$ cat src/shared/dma_consts.vh
// Offsets, field positions, reset values, address modes and step sizes of the DMA register block
// Operation
// Engine enable at bit 15; clearing it stops the engine and aborts transfers.
// Bit 0 picks round-robin (1) or fixed (0) channel priority.
// Four module registers: control, upper limit, lower limit, transfer buffer.
// Each channel has control, interrupt, source, destination and count registers.
// Engine control bits 14 to 1 ignore writes and read as zero.
// Both engine control bits clear at reset: disabled, fixed priority.
// Source mode: 00 fixed, 01 increment, 10 decrement, 11 indirect unchanged.
// Destination mode uses the same four codes on the destination address.
// Reload set restores source, destination and count at next operation start.
// Soft request starts a transfer; hardware clears it when that transfer completes.
// Channel control field layout from bit 10 down to bit 0, all resetting to zero.
`ifndef DMA_CONSTS_VH
`define DMA_CONSTS_VH

`define NUM_CH          6
// Register indices within a block, decoded from address bits 4 to 2
`define OFS_ENG_CTRL    3'h0
`define OFS_UPPER       3'h1
`define OFS_LOWER       3'h2
`define OFS_BUFFER      3'h3
`define MOD_REGS        3'h4
`define OFS_CH_CTRL     3'h0
`define OFS_CH_IRQ      3'h1
`define OFS_CH_SRC      3'h2
`define OFS_CH_DST      3'h3
`define OFS_CH_CNT      3'h4
`define CH_REGS         3'h5
// Engine control fields
`define ENG_EN_BIT      15
`define ENG_RR_BIT      0
`define ENG_CTRL_RST    16'h0000
// Channel control fields
`define CH_NULL_WRITE_ENABLE_BIT    10
`define CH_RELOAD_BIT   9
`define CH_SREQ_BIT     8
`define CH_SMODE_HI     7
`define CH_SMODE_LO     6
`define CH_DMODE_HI     5
`define CH_DMODE_LO     4
`define CH_TRREP_BIT    3
`define CH_TRCONT_BIT   2
`define CH_SIZE_BIT     1
`define CH_EN_BIT       0
`define CH_CTRL_W       11
`define CH_CTRL_RST     11'h000
// Address modes
`define AM_FIXED        2'h0
`define AM_INC          2'h1
`define AM_DEC          2'h2
`define AM_INDIRECT     2'h3
// Step sizes
`define STEP_WORD       16'h0002
`define STEP_BYTE       16'h0001
// Buffer
`define FIFO_WIDTH      16
`define FIFO_DEPTH      16
`define FIFO_AW         4

`endif

$ cat src/dma_engine_control_registers.v
// Six-channel DMA register block with APB slave, arbiter and transfer sequencer
`timescale 1ns/1ns
`default_nettype none
`include "dma_consts.vh"
module dma_engine_control_registers (
	// Clock and reset
	input  wire        mclk,
	input  wire        rst_n,
	// APB slave
	input  wire        psel,
	input  wire        penable,
	input  wire        pwrite,
	input  wire [7:0]  paddr,
	input  wire [31:0] pwdata,
	output reg  [31:0] prdata,
	output reg         pready,
	output reg         pslverr,
	// Hardware triggers, one pulse per request
	input  wire [5:0]  hw_trigger,
	// Data space master
	output reg         mem_req,
	output reg         mem_we,
	output reg         mem_byte,
	output reg  [15:0] mem_addr,
	output reg  [15:0] mem_wdata,
	input  wire        mem_ack,
	input  wire [15:0] mem_rdata
);
	localparam S_IDLE = 3'h0;
	localparam S_LOAD = 3'h1;
	localparam S_RD   = 3'h2;
	localparam S_WR   = 3'h3;
	localparam S_NW   = 3'h4;
	localparam S_NEXT = 3'h5;

	// Module registers
	reg         engine_enable;
	reg         priority_scheme_select;
	reg  [15:0] upper_limit_reg;
	reg  [15:0] lower_limit_reg;
	reg  [15:0] transfer_buffer_reg;

	// Sequencer
	reg  [2:0]  state;
	reg  [2:0]  act;
	reg  [2:0]  last_grant;
	wire        go;
	wire        adv;
	wire        fin;
	wire        last;

	// Per-channel views
	wire [6*`CH_CTRL_W-1:0] ctl_v;
	wire [5:0]  irq_v;
	wire [95:0] src_v;
	wire [95:0] dst_v;
	wire [95:0] cnt_v;
	wire [5:0]  req_v;
	wire [`CH_CTRL_W-1:0] cur_ctl;
	wire [15:0] cur_src;
	wire [15:0] cur_dst;
	wire [15:0] cur_cnt;

	// Bus decode
	wire [2:0]  blk;
	wire [2:0]  rsel;
	wire [2:0]  ch_sel;
	wire        mod_hit;
	wire        ch_hit;
	wire        wr_en;
	reg  [15:0] rd_val;

	// Buffer
	wire        f_in_ready;
	wire        f_out_valid;
	wire [15:0] f_out_data;
	wire        f_push;
	wire        f_pop;

	assign blk     = paddr[7:5];
	assign rsel    = paddr[4:2];
	assign ch_sel  = blk - 3'h1;
	assign mod_hit = (blk == 3'h0) && (rsel < `MOD_REGS);
	assign ch_hit  = (blk != 3'h0) && (blk <= 3'h6) && (rsel < `CH_REGS);
	assign wr_en   = psel & penable & pwrite & pready & (mod_hit | ch_hit);

	assign cur_ctl = ctl_v[act*`CH_CTRL_W +: `CH_CTRL_W];
	assign cur_src = src_v[act*16 +: 16];
	assign cur_dst = dst_v[act*16 +: 16];
	assign cur_cnt = cnt_v[act*16 +: 16];
	assign go      = (state == S_LOAD);
	assign adv     = (state == S_NEXT);
	assign last    = (cur_cnt <= 16'h0001);
	assign fin     = adv & (last | ~cur_ctl[`CH_TRCONT_BIT]);

	assign f_push  = (state == S_RD) & mem_req & mem_ack;
	assign f_pop   = (state == S_WR) & mem_req & mem_ack;

	// Arbiter: fixed starts at channel 0, round-robin just past the last grant
	function [2:0] pick;
		input [5:0] r;
		input [2:0] base;
		input       rr;
		integer     k;
		integer     j;
		reg         found;
		begin
			pick  = 3'h0;
			found = 1'b0;
			for (k = 0; k < 6; k = k + 1) begin
				j = rr ? (base + 1 + k) : k;
				if (j >= 6)
					j = j - 6;
				if (!found && r[j]) begin
					pick  = j[2:0];
					found = 1'b1;
				end
			end
		end
	endfunction

	word_fifo #(
		.WIDTH (`FIFO_WIDTH),
		.DEPTH (`FIFO_DEPTH),
		.AW    (`FIFO_AW)
	) u_fifo (
		.mclk      (mclk),
		.rst_n     (rst_n),
		.flush     (~engine_enable),
		.in_valid  (f_push),
		.in_ready  (f_in_ready),
		.in_data   (mem_rdata),
		.out_valid (f_out_valid),
		.out_ready (f_pop),
		.out_data  (f_out_data)
	);

	genvar i;
	generate
		for (i = 0; i < `NUM_CH; i = i + 1) begin : g_ch
			reg  [`CH_CTRL_W-1:0] ctl;
			reg         irq_done;
			reg         pend;
			reg  [15:0] src;
			reg  [15:0] dst;
			reg  [15:0] cnt;
			reg  [15:0] src_sh;
			reg  [15:0] dst_sh;
			reg  [15:0] cnt_sh;
			wire        me;
			wire        wr_c;
			wire [15:0] step;
			wire [1:0]  sm;
			wire [1:0]  dm;

			assign me   = (act == i) && (state != S_IDLE);
			assign wr_c = wr_en && ch_hit && (ch_sel == i);
			assign step = ctl[`CH_SIZE_BIT] ? `STEP_BYTE : `STEP_WORD;
			assign sm   = ctl[`CH_SMODE_HI:`CH_SMODE_LO];
			assign dm   = ctl[`CH_DMODE_HI:`CH_DMODE_LO];
			assign ctl_v[i*`CH_CTRL_W +: `CH_CTRL_W] = ctl;
			assign irq_v[i]        = irq_done;
			assign src_v[i*16 +: 16] = src;
			assign dst_v[i*16 +: 16] = dst;
			assign cnt_v[i*16 +: 16] = cnt;
			assign req_v[i] = ctl[`CH_EN_BIT] & (pend | ctl[`CH_SREQ_BIT]);

			always @(posedge mclk) begin
				if (!rst_n) begin
					ctl      <= `CH_CTRL_RST;
					irq_done <= 1'b0;
					pend     <= 1'b0;
					src      <= 16'h0000;
					dst      <= 16'h0000;
					cnt      <= 16'h0000;
					src_sh   <= 16'h0000;
					dst_sh   <= 16'h0000;
					cnt_sh   <= 16'h0000;
				end else begin
					if (go && me)
						pend <= 1'b0;
					if (hw_trigger[i] && ctl[`CH_EN_BIT])
						pend <= 1'b1;
					if (go && me && ctl[`CH_RELOAD_BIT]) begin
						src <= src_sh;
						dst <= dst_sh;
						cnt <= cnt_sh;
					end
					if (adv && me) begin
						if (sm == `AM_INC)
							src <= src + step;
						else if (sm == `AM_DEC)
							src <= src - step;
						if (dm == `AM_INC)
							dst <= dst + step;
						else if (dm == `AM_DEC)
							dst <= dst - step;
						cnt <= cnt - 16'h0001;
					end
					if (fin && me) begin
						ctl[`CH_SREQ_BIT] <= 1'b0;
						if (last) begin
							irq_done <= 1'b1;
							if (ctl[`CH_TRREP_BIT]) begin
								src <= src_sh;
								dst <= dst_sh;
								cnt <= cnt_sh;
							end else begin
								ctl[`CH_EN_BIT] <= 1'b0;
							end
						end
					end
					// Software writes land last, so a new request beats the clear
					if (wr_c && rsel == `OFS_CH_CTRL)
						ctl <= pwdata[`CH_CTRL_W-1:0];
					if (wr_c && rsel == `OFS_CH_IRQ && pwdata[0] && !(fin && me && last))
						irq_done <= 1'b0;
					if (wr_c && rsel == `OFS_CH_SRC) begin
						src    <= pwdata[15:0];
						src_sh <= pwdata[15:0];
					end
					if (wr_c && rsel == `OFS_CH_DST) begin
						dst    <= pwdata[15:0];
						dst_sh <= pwdata[15:0];
					end
					if (wr_c && rsel == `OFS_CH_CNT) begin
						cnt    <= pwdata[15:0];
						cnt_sh <= pwdata[15:0];
					end
				end
			end
		end
	endgenerate

	// Module register writes
	always @(posedge mclk) begin
		if (!rst_n) begin
			engine_enable          <= 1'b0;
			priority_scheme_select <= 1'b0;
			upper_limit_reg        <= 16'h0000;
			lower_limit_reg        <= 16'h0000;
		end else if (wr_en && mod_hit) begin
			case (rsel)
				`OFS_ENG_CTRL: begin
					engine_enable          <= pwdata[`ENG_EN_BIT];
					priority_scheme_select <= pwdata[`ENG_RR_BIT];
				end
				`OFS_UPPER: upper_limit_reg <= pwdata[15:0];
				`OFS_LOWER: lower_limit_reg <= pwdata[15:0];
				default: ;
			endcase
		end
	end

	// Read mux; unused bits of engine control read as zero
	always @* begin
		rd_val = 16'h0000;
		if (mod_hit) begin
			case (rsel)
				`OFS_ENG_CTRL: begin
					rd_val[`ENG_EN_BIT] = engine_enable;
					rd_val[`ENG_RR_BIT] = priority_scheme_select;
				end
				`OFS_UPPER:  rd_val = upper_limit_reg;
				`OFS_LOWER:  rd_val = lower_limit_reg;
				`OFS_BUFFER: rd_val = transfer_buffer_reg;
				default:     rd_val = 16'h0000;
			endcase
		end else if (ch_hit) begin
			case (rsel)
				`OFS_CH_CTRL: rd_val = {5'h00, ctl_v[ch_sel*`CH_CTRL_W +: `CH_CTRL_W]};
				`OFS_CH_IRQ:  rd_val = {15'h0000, irq_v[ch_sel]};
				`OFS_CH_SRC:  rd_val = src_v[ch_sel*16 +: 16];
				`OFS_CH_DST:  rd_val = dst_v[ch_sel*16 +: 16];
				`OFS_CH_CNT:  rd_val = cnt_v[ch_sel*16 +: 16];
				default:      rd_val = 16'h0000;
			endcase
		end
	end

	// One wait state keeps the decode off the answer path
	always @(posedge mclk) begin
		if (!rst_n) begin
			pready  <= 1'b0;
			prdata  <= 32'h00000000;
			pslverr <= 1'b0;
		end else begin
			pready  <= psel & penable & ~pready;
			pslverr <= psel & penable & ~pready & ~(mod_hit | ch_hit);
			if (psel && penable && !pready && !pwrite)
				prdata <= {16'h0000, rd_val};
		end
	end

	// Transfer sequencer
	always @(posedge mclk) begin
		if (!rst_n) begin
			state               <= S_IDLE;
			act                 <= 3'h0;
			last_grant          <= 3'h5;
			mem_req             <= 1'b0;
			mem_we              <= 1'b0;
			mem_byte            <= 1'b0;
			mem_addr            <= 16'h0000;
			mem_wdata           <= 16'h0000;
			transfer_buffer_reg <= 16'h0000;
		end else if (!engine_enable) begin
			state   <= S_IDLE;
			mem_req <= 1'b0;
			mem_we  <= 1'b0;
		end else begin
			case (state)
				S_IDLE: begin
					if (|req_v) begin
						act        <= pick(req_v, last_grant, priority_scheme_select);
						last_grant <= pick(req_v, last_grant, priority_scheme_select);
						state      <= S_LOAD;
					end
				end
				S_LOAD: state <= S_RD;
				S_RD: begin
					// Read only once the buffer has room
					if (!mem_req && f_in_ready) begin
						mem_req  <= 1'b1;
						mem_we   <= 1'b0;
						mem_byte <= cur_ctl[`CH_SIZE_BIT];
						mem_addr <= cur_src;
					end else if (mem_req && mem_ack) begin
						mem_req             <= 1'b0;
						transfer_buffer_reg <= mem_rdata;
						state               <= S_WR;
					end
				end
				S_WR: begin
					if (!mem_req && f_out_valid) begin
						mem_req   <= 1'b1;
						mem_we    <= 1'b1;
						mem_addr  <= cur_dst;
						mem_wdata <= f_out_data;
					end else if (mem_req && mem_ack) begin
						mem_req <= 1'b0;
						mem_we  <= 1'b0;
						state   <= cur_ctl[`CH_NULL_WRITE_ENABLE_BIT] ? S_NW : S_NEXT;
					end
				end
				S_NW: begin
					// Dummy write back to the source for symmetric buffers
					if (!mem_req) begin
						mem_req  <= 1'b1;
						mem_we   <= 1'b1;
						mem_addr <= cur_src;
					end else if (mem_ack) begin
						mem_req <= 1'b0;
						mem_we  <= 1'b0;
						state   <= S_NEXT;
					end
				end
				S_NEXT: state <= fin ? S_IDLE : S_RD;
				default: state <= S_IDLE;
			endcase
		end
	end
endmodule // dma_engine_control_registers
`default_nettype wire

$ cat src/word_fifo.v
// Parameterised valid/ready FIFO held in flip-flops
`timescale 1ns/1ns
`default_nettype none
module word_fifo #(
	parameter WIDTH = 16,
	parameter DEPTH = 16,
	parameter AW    = 4
) (
	// Clock and reset
	input  wire             mclk,
	input  wire             rst_n,
	input  wire             flush,
	// Fill side
	input  wire             in_valid,
	output wire             in_ready,
	input  wire [WIDTH-1:0] in_data,
	// Drain side
	output wire             out_valid,
	input  wire             out_ready,
	output wire [WIDTH-1:0] out_data
);
	reg  [WIDTH-1:0] mem [0:DEPTH-1];
	reg  [AW-1:0]    wptr;
	reg  [AW-1:0]    rptr;
	reg  [AW:0]      fill;
	wire             push;
	wire             pop;

	assign in_ready  = (fill != DEPTH[AW:0]);
	assign out_valid = (fill != {(AW+1){1'b0}});
	assign out_data  = mem[rptr];
	assign push      = in_valid & in_ready;
	assign pop       = out_valid & out_ready;

	always @(posedge mclk) begin
		if (push)
			mem[wptr] <= in_data;
	end

	always @(posedge mclk) begin
		if (!rst_n || flush) begin
			wptr <= {AW{1'b0}};
			rptr <= {AW{1'b0}};
			fill <= {(AW+1){1'b0}};
		end else begin
			if (push)
				wptr <= (wptr == DEPTH[AW-1:0] - 1'b1) ? {AW{1'b0}} : wptr + 1'b1;
			if (pop)
				rptr <= (rptr == DEPTH[AW-1:0] - 1'b1) ? {AW{1'b0}} : rptr + 1'b1;
			if (push && !pop)
				fill <= fill + 1'b1;
			else if (pop && !push)
				fill <= fill - 1'b1;
		end
	end
endmodule // word_fifo
`default_nettype wire

$ cat config.mk
export PLATFORM = sky130hd
export DESIGN_NAME = dma_engine_control_registers
export DESIGN_NICKNAME = d
export VERILOG_FILES = /design/src/dma_engine_control_registers.v /design/src/word_fifo.v
export VERILOG_INCLUDE_DIRS = /design/src /design/src/shared
export SDC_FILE = /design/constraint.sdc
export NUM_CORES = 2
export LEC_CHECK = 0
export ABC_AREA = 0
export BUFFER_PORTS_ARGS = -buffer_cell sky130_fd_sc_hd__buf_2
export CAP_MARGIN = 15
export CORE_MARGIN = 1.5
export CORE_UTILIZATION = 35
export CTS_CLUSTER_DIAMETER = 80
export DETAILED_ROUTE_END_ITERATION = 7
export PLACE_DENSITY = 0.5
export SLEW_MARGIN = 30
export SYNTH_ARGS = -nofsm -noshare
export SYNTH_HDL_FRONTEND = slang
export SYNTH_SLANG_ARGS = --single-unit
export TNS_END_PERCENT = 20
$ cat constraint.sdc
create_clock -name mclk -period 4.6 [get_ports mclk]
set_clock_uncertainty 0.2 [all_clocks]
set_input_delay 0.92 -clock mclk [delete_from_list [all_inputs] [get_ports mclk]]
set_output_delay 0.92 -clock mclk [all_outputs]
set_load 0.02 [all_outputs]
==> run summary <==
- **total power** 20.2 mW
- **critical path, cell by cell** buf_4, ha_1, xnor2_2, xnor2_1, nand2_1, inv_1, ha_1, or4_4, nor2_4, o21a_2, o31a_4, nand2b_4, or4_4, a211oi_1, o311ai_1
- **global router's overall resource usage** 28.4%
- **distinct cell type count of the synthesized netlist** 92
- **Yosys warning count** 0
- **number of nets with antenna violations after detailed routing** 0
- **row count** 149
- **minimum setup slack after placement** 0.358 ns
- **setup slack of the most critical reg-to-reg path** 0.39 ns
- **num ports** 137
- **CP Class** reg2reg
- **deepest clock path buffer count** 3
- **top layer in use** met5
- **later-pin clock latency in the skew report** 0.85 ns
- **DR vias** 55000
- **number of enable-type register cells in the synthesized netlist** 256
- **via count of the first global-routing pass** 50000
- **average wire per cell in the routed design** 27.2 um
- **initial core utilization** 35.2%
- **Yosys top cell area share** 26.8%
- **number of buffers inserted to repair setup after CTS** 0
- **final setup slack of the worst path** 0.390 ns
- **CTS clock-pin slew for the worst setup and hold paths** 0.06 ns
- **max_slew headroom** 31.0%
- **Detailed Route WL** 247000 um
- **pwr dens** 311 nW/um2
- **number of standard cells after synthesis** 6957
- **vertical extent of the die** 410 um
- **crit end category** flop
- **maximum single-stage delay on the critical path** 0.57 ns
- **post-DR vias/cell** 6.07
- **area of the die** 168000 um2
- **setup repair after global routing missed its margin** no
- **clock tree from TritonCTS** done
- **fmax** 238 MHz
- **most frequent cell after synthesis** sky130_fd_sc_hd__nand2_1
- **first-pass iteration count of the detailed router** 6
- **IO buf count** 102
- **area added between synthesis and finish** 12.2%
- **Placed Cells** 8825
- **met3 wire length** 19800 um
- **area of the mapped netlist** 58000 um2
- **register area share after synthesis** 40.1%
- **Hold/Removal Path Class** reg2reg
- **CP Max Fanout** 17
- **shortest period the worst path allows** 4.21 ns
- **detailed-placement wirelength estimate** 170000 um
- **Synth Register Bits** 1034
- **Pleak** 22.3 nW
- **# nets final** 6931
- **maximum number of pins on one net before global-route repair** 123
- **worst voltage drop across the vdd grid** 0.372 mV
- **Register-to-Register Path Depth** 15
- **summed negative setup slack over all endpoints** 0 ns
- **instance count along the most critical hold path** 2
- **CP startpoint kind** flop
- **Placed Instance Area** 60900 um2
- **global-route wire length before repair** 356000 um
- **count of unresolved DRC violations after routing** 0
- **area used by multi-input combinational logic** 32000 um2
- **count of maximum capacitance violations** 0
- **Async SR Flop Fraction** 0%
- **Die Width** 410 um
- **top_reg_cell synth** sky130_fd_sc_hd__dfxtp_1
- **required time of the critical path** 4.98 ns
- **Layout Cells excl Fill** 9052
- **most area-hungry cell type in the Yosys netlist** sky130_fd_sc_hd__dfxtp_1
- **number of antenna violations at the first check in global routing** 10
- **Core Box Area** 165000 um2
- **root buf cell** sky130_fd_sc_hd__clkbuf_16
- **Overflow after GRT** 0
- **slowest stage cell, crit path** sky130_fd_sc_hd__or4_4
- **Synth area leaders** sky130_fd_sc_hd__dfxtp_1, sky130_fd_sc_hd__edfxtp_1, sky130_fd_sc_hd__a21oi_1
- **final hold violation count** 0
- **count of fill cells added during filler insertion** 16700
- **H-tree levels** 3
- **count of pins over their slew limit** 0
- **Post-Synthesis Mean Instance Area** 8.34 um2
- **outcome** complete, no violations
- **register containing the most flip-flops in the final layout** u_fifo.mem
- **violation count after the first detailed-routing iteration** 6775
- **Post-Layout Inst Area** 65100 um2
- **Commonest cells post-synth** sky130_fd_sc_hd__nand2_1, sky130_fd_sc_hd__a21oi_1, sky130_fd_sc_hd__dfxtp_1
- **routability cong.** 1.00
- **final worst-path cycle share** 91.5%
- **slew at the pin closest to its max-slew limit** 1.04 ns
- **# setup viols final** 0
- **number of flip-flops in the largest register** 256
- **register area** 23300 um2
- **arrival time of the worst setup path** 4.59 ns
- **ratio of cells with drive above 1 in the final layout** 11.4%
- **routed wire length on met2** 109000 um
- **cts bufs inserted** 121
- **# clock sinks** 1034
- **met1 routed wirelength after detailed routing** 108000 um
worst max-delay path, delay by kind of cell (launching register included):
family	cells	cell delay, ns
DFF	1	0.31
and+or+nand+nor	5	1.44
adders and majority gates	2	0.49
AOI/OAI and AO/OA	4	0.77
xor gates and xnor gates	2	0.38
buffers and inverters	2	0.38
placed cells by master (no fill, tap or decap), types with 51 or more instances in the layout:
master,n
sky130_fd_sc_hd__nand2_1,1122
sky130_fd_sc_hd__a21oi_1,993
sky130_fd_sc_hd__dfxtp_1,773
sky130_fd_sc_hd__nor2_1,468
sky130_fd_sc_hd__o21ai_0,376
sky130_fd_sc_hd__edfxtp_1,256
sky130_fd_sc_hd__buf_4,233
sky130_fd_sc_hd__nor3_1,141
sky130_fd_sc_hd__xnor2_1,139
sky130_fd_sc_hd__a22oi_1,130
sky130_fd_sc_hd__nand3_1,129
sky130_fd_sc_hd__mux4_2,129
sky130_fd_sc_hd__o22ai_1,128
sky130_fd_sc_hd__mux2i_1,124
sky130_fd_sc_hd__clkbuf_16,121
sky130_fd_sc_hd__xor2_1,102
sky130_fd_sc_hd__inv_1,97
sky130_fd_sc_hd__buf_2,95
sky130_fd_sc_hd__o221ai_1,87
sky130_fd_sc_hd__a211oi_1,82
sky130_fd_sc_hd__ha_1,78
sky130_fd_sc_hd__a31oi_1,75
sky130_fd_sc_hd__o211ai_1,65
sky130_fd_sc_hd__nor4_1,51
sky130_fd_sc_hd__nand4_1,51
layout make-up:
type / instances / area share [%]
well taps: 2189 / 4.21
diodes: 4 / 0.0154
repair buffers: 342 / 3.86
inverters: 98 / 0.577
multi-input cells: 5162 / 49.2
flip-flops and latches: 1034 / 35.8
clock buffers: 170 / 5.27
clock inverters: 53 / 1.14
routing by layer:
layer	global-route usage (%)	vias up
li1	-	24900
met1	39.9	27200
met2	43.7	2480
met3	4.35	444
met4	10.5	6
met5	0	-
power breakdown:
group          switching [mW]  total [mW]  internal [mW]
registers              0.0150        9.32           9.31
logic                   0.647       0.795          0.148
clock network            4.27        10.1           5.83
total                    4.93        20.2           15.3
worst paths after layout:
path                         to          startpoint
max reg2reg       last_grant[2]       last_grant[0]
min reg2reg  g_ch[4].cnt_sh[14]  g_ch[4].cnt_sh[14]
min          g_ch[4].cnt_sh[14]  g_ch[4].cnt_sh[14]
max               last_grant[2]       last_grant[0]
per-stage QoR:
stage / hold WS (ns) / utilization (%)
floorplan: 0.232 / -
global placement: 0.238 / 36.9
detailed placement: 0.243 / 36.9
CTS: 0.210 / 39.5
global route: 0.249 / 39.5
finish: 0.250 / 39.5
logic make-up (layout without fill, tap and decap cells):
family,after synthesis,in the layout,synth area share (%)
and+or+nand+nor,2287,2287,17.4
AOI/OAI and AO/OA,2235,2235,23.4
DFF,1034,1034,40.1
buffers and inverters,776,663,5.20
muxes,278,278,7.63
xor gates and xnor gates,242,242,3.67
adders and majority gates,104,104,2.57
other,1,20,0.00646
timing repair:
| item | CTS | global route |
|---|---|---|
| endpoints found under the setup margin | 0 | 1 |
| hold endpoints to repair | 0 | 0 |
| hold buffers | 0 | 0 |
| gates resized for setup | 0 | 1 |
(Power assumes the default switching activity.)
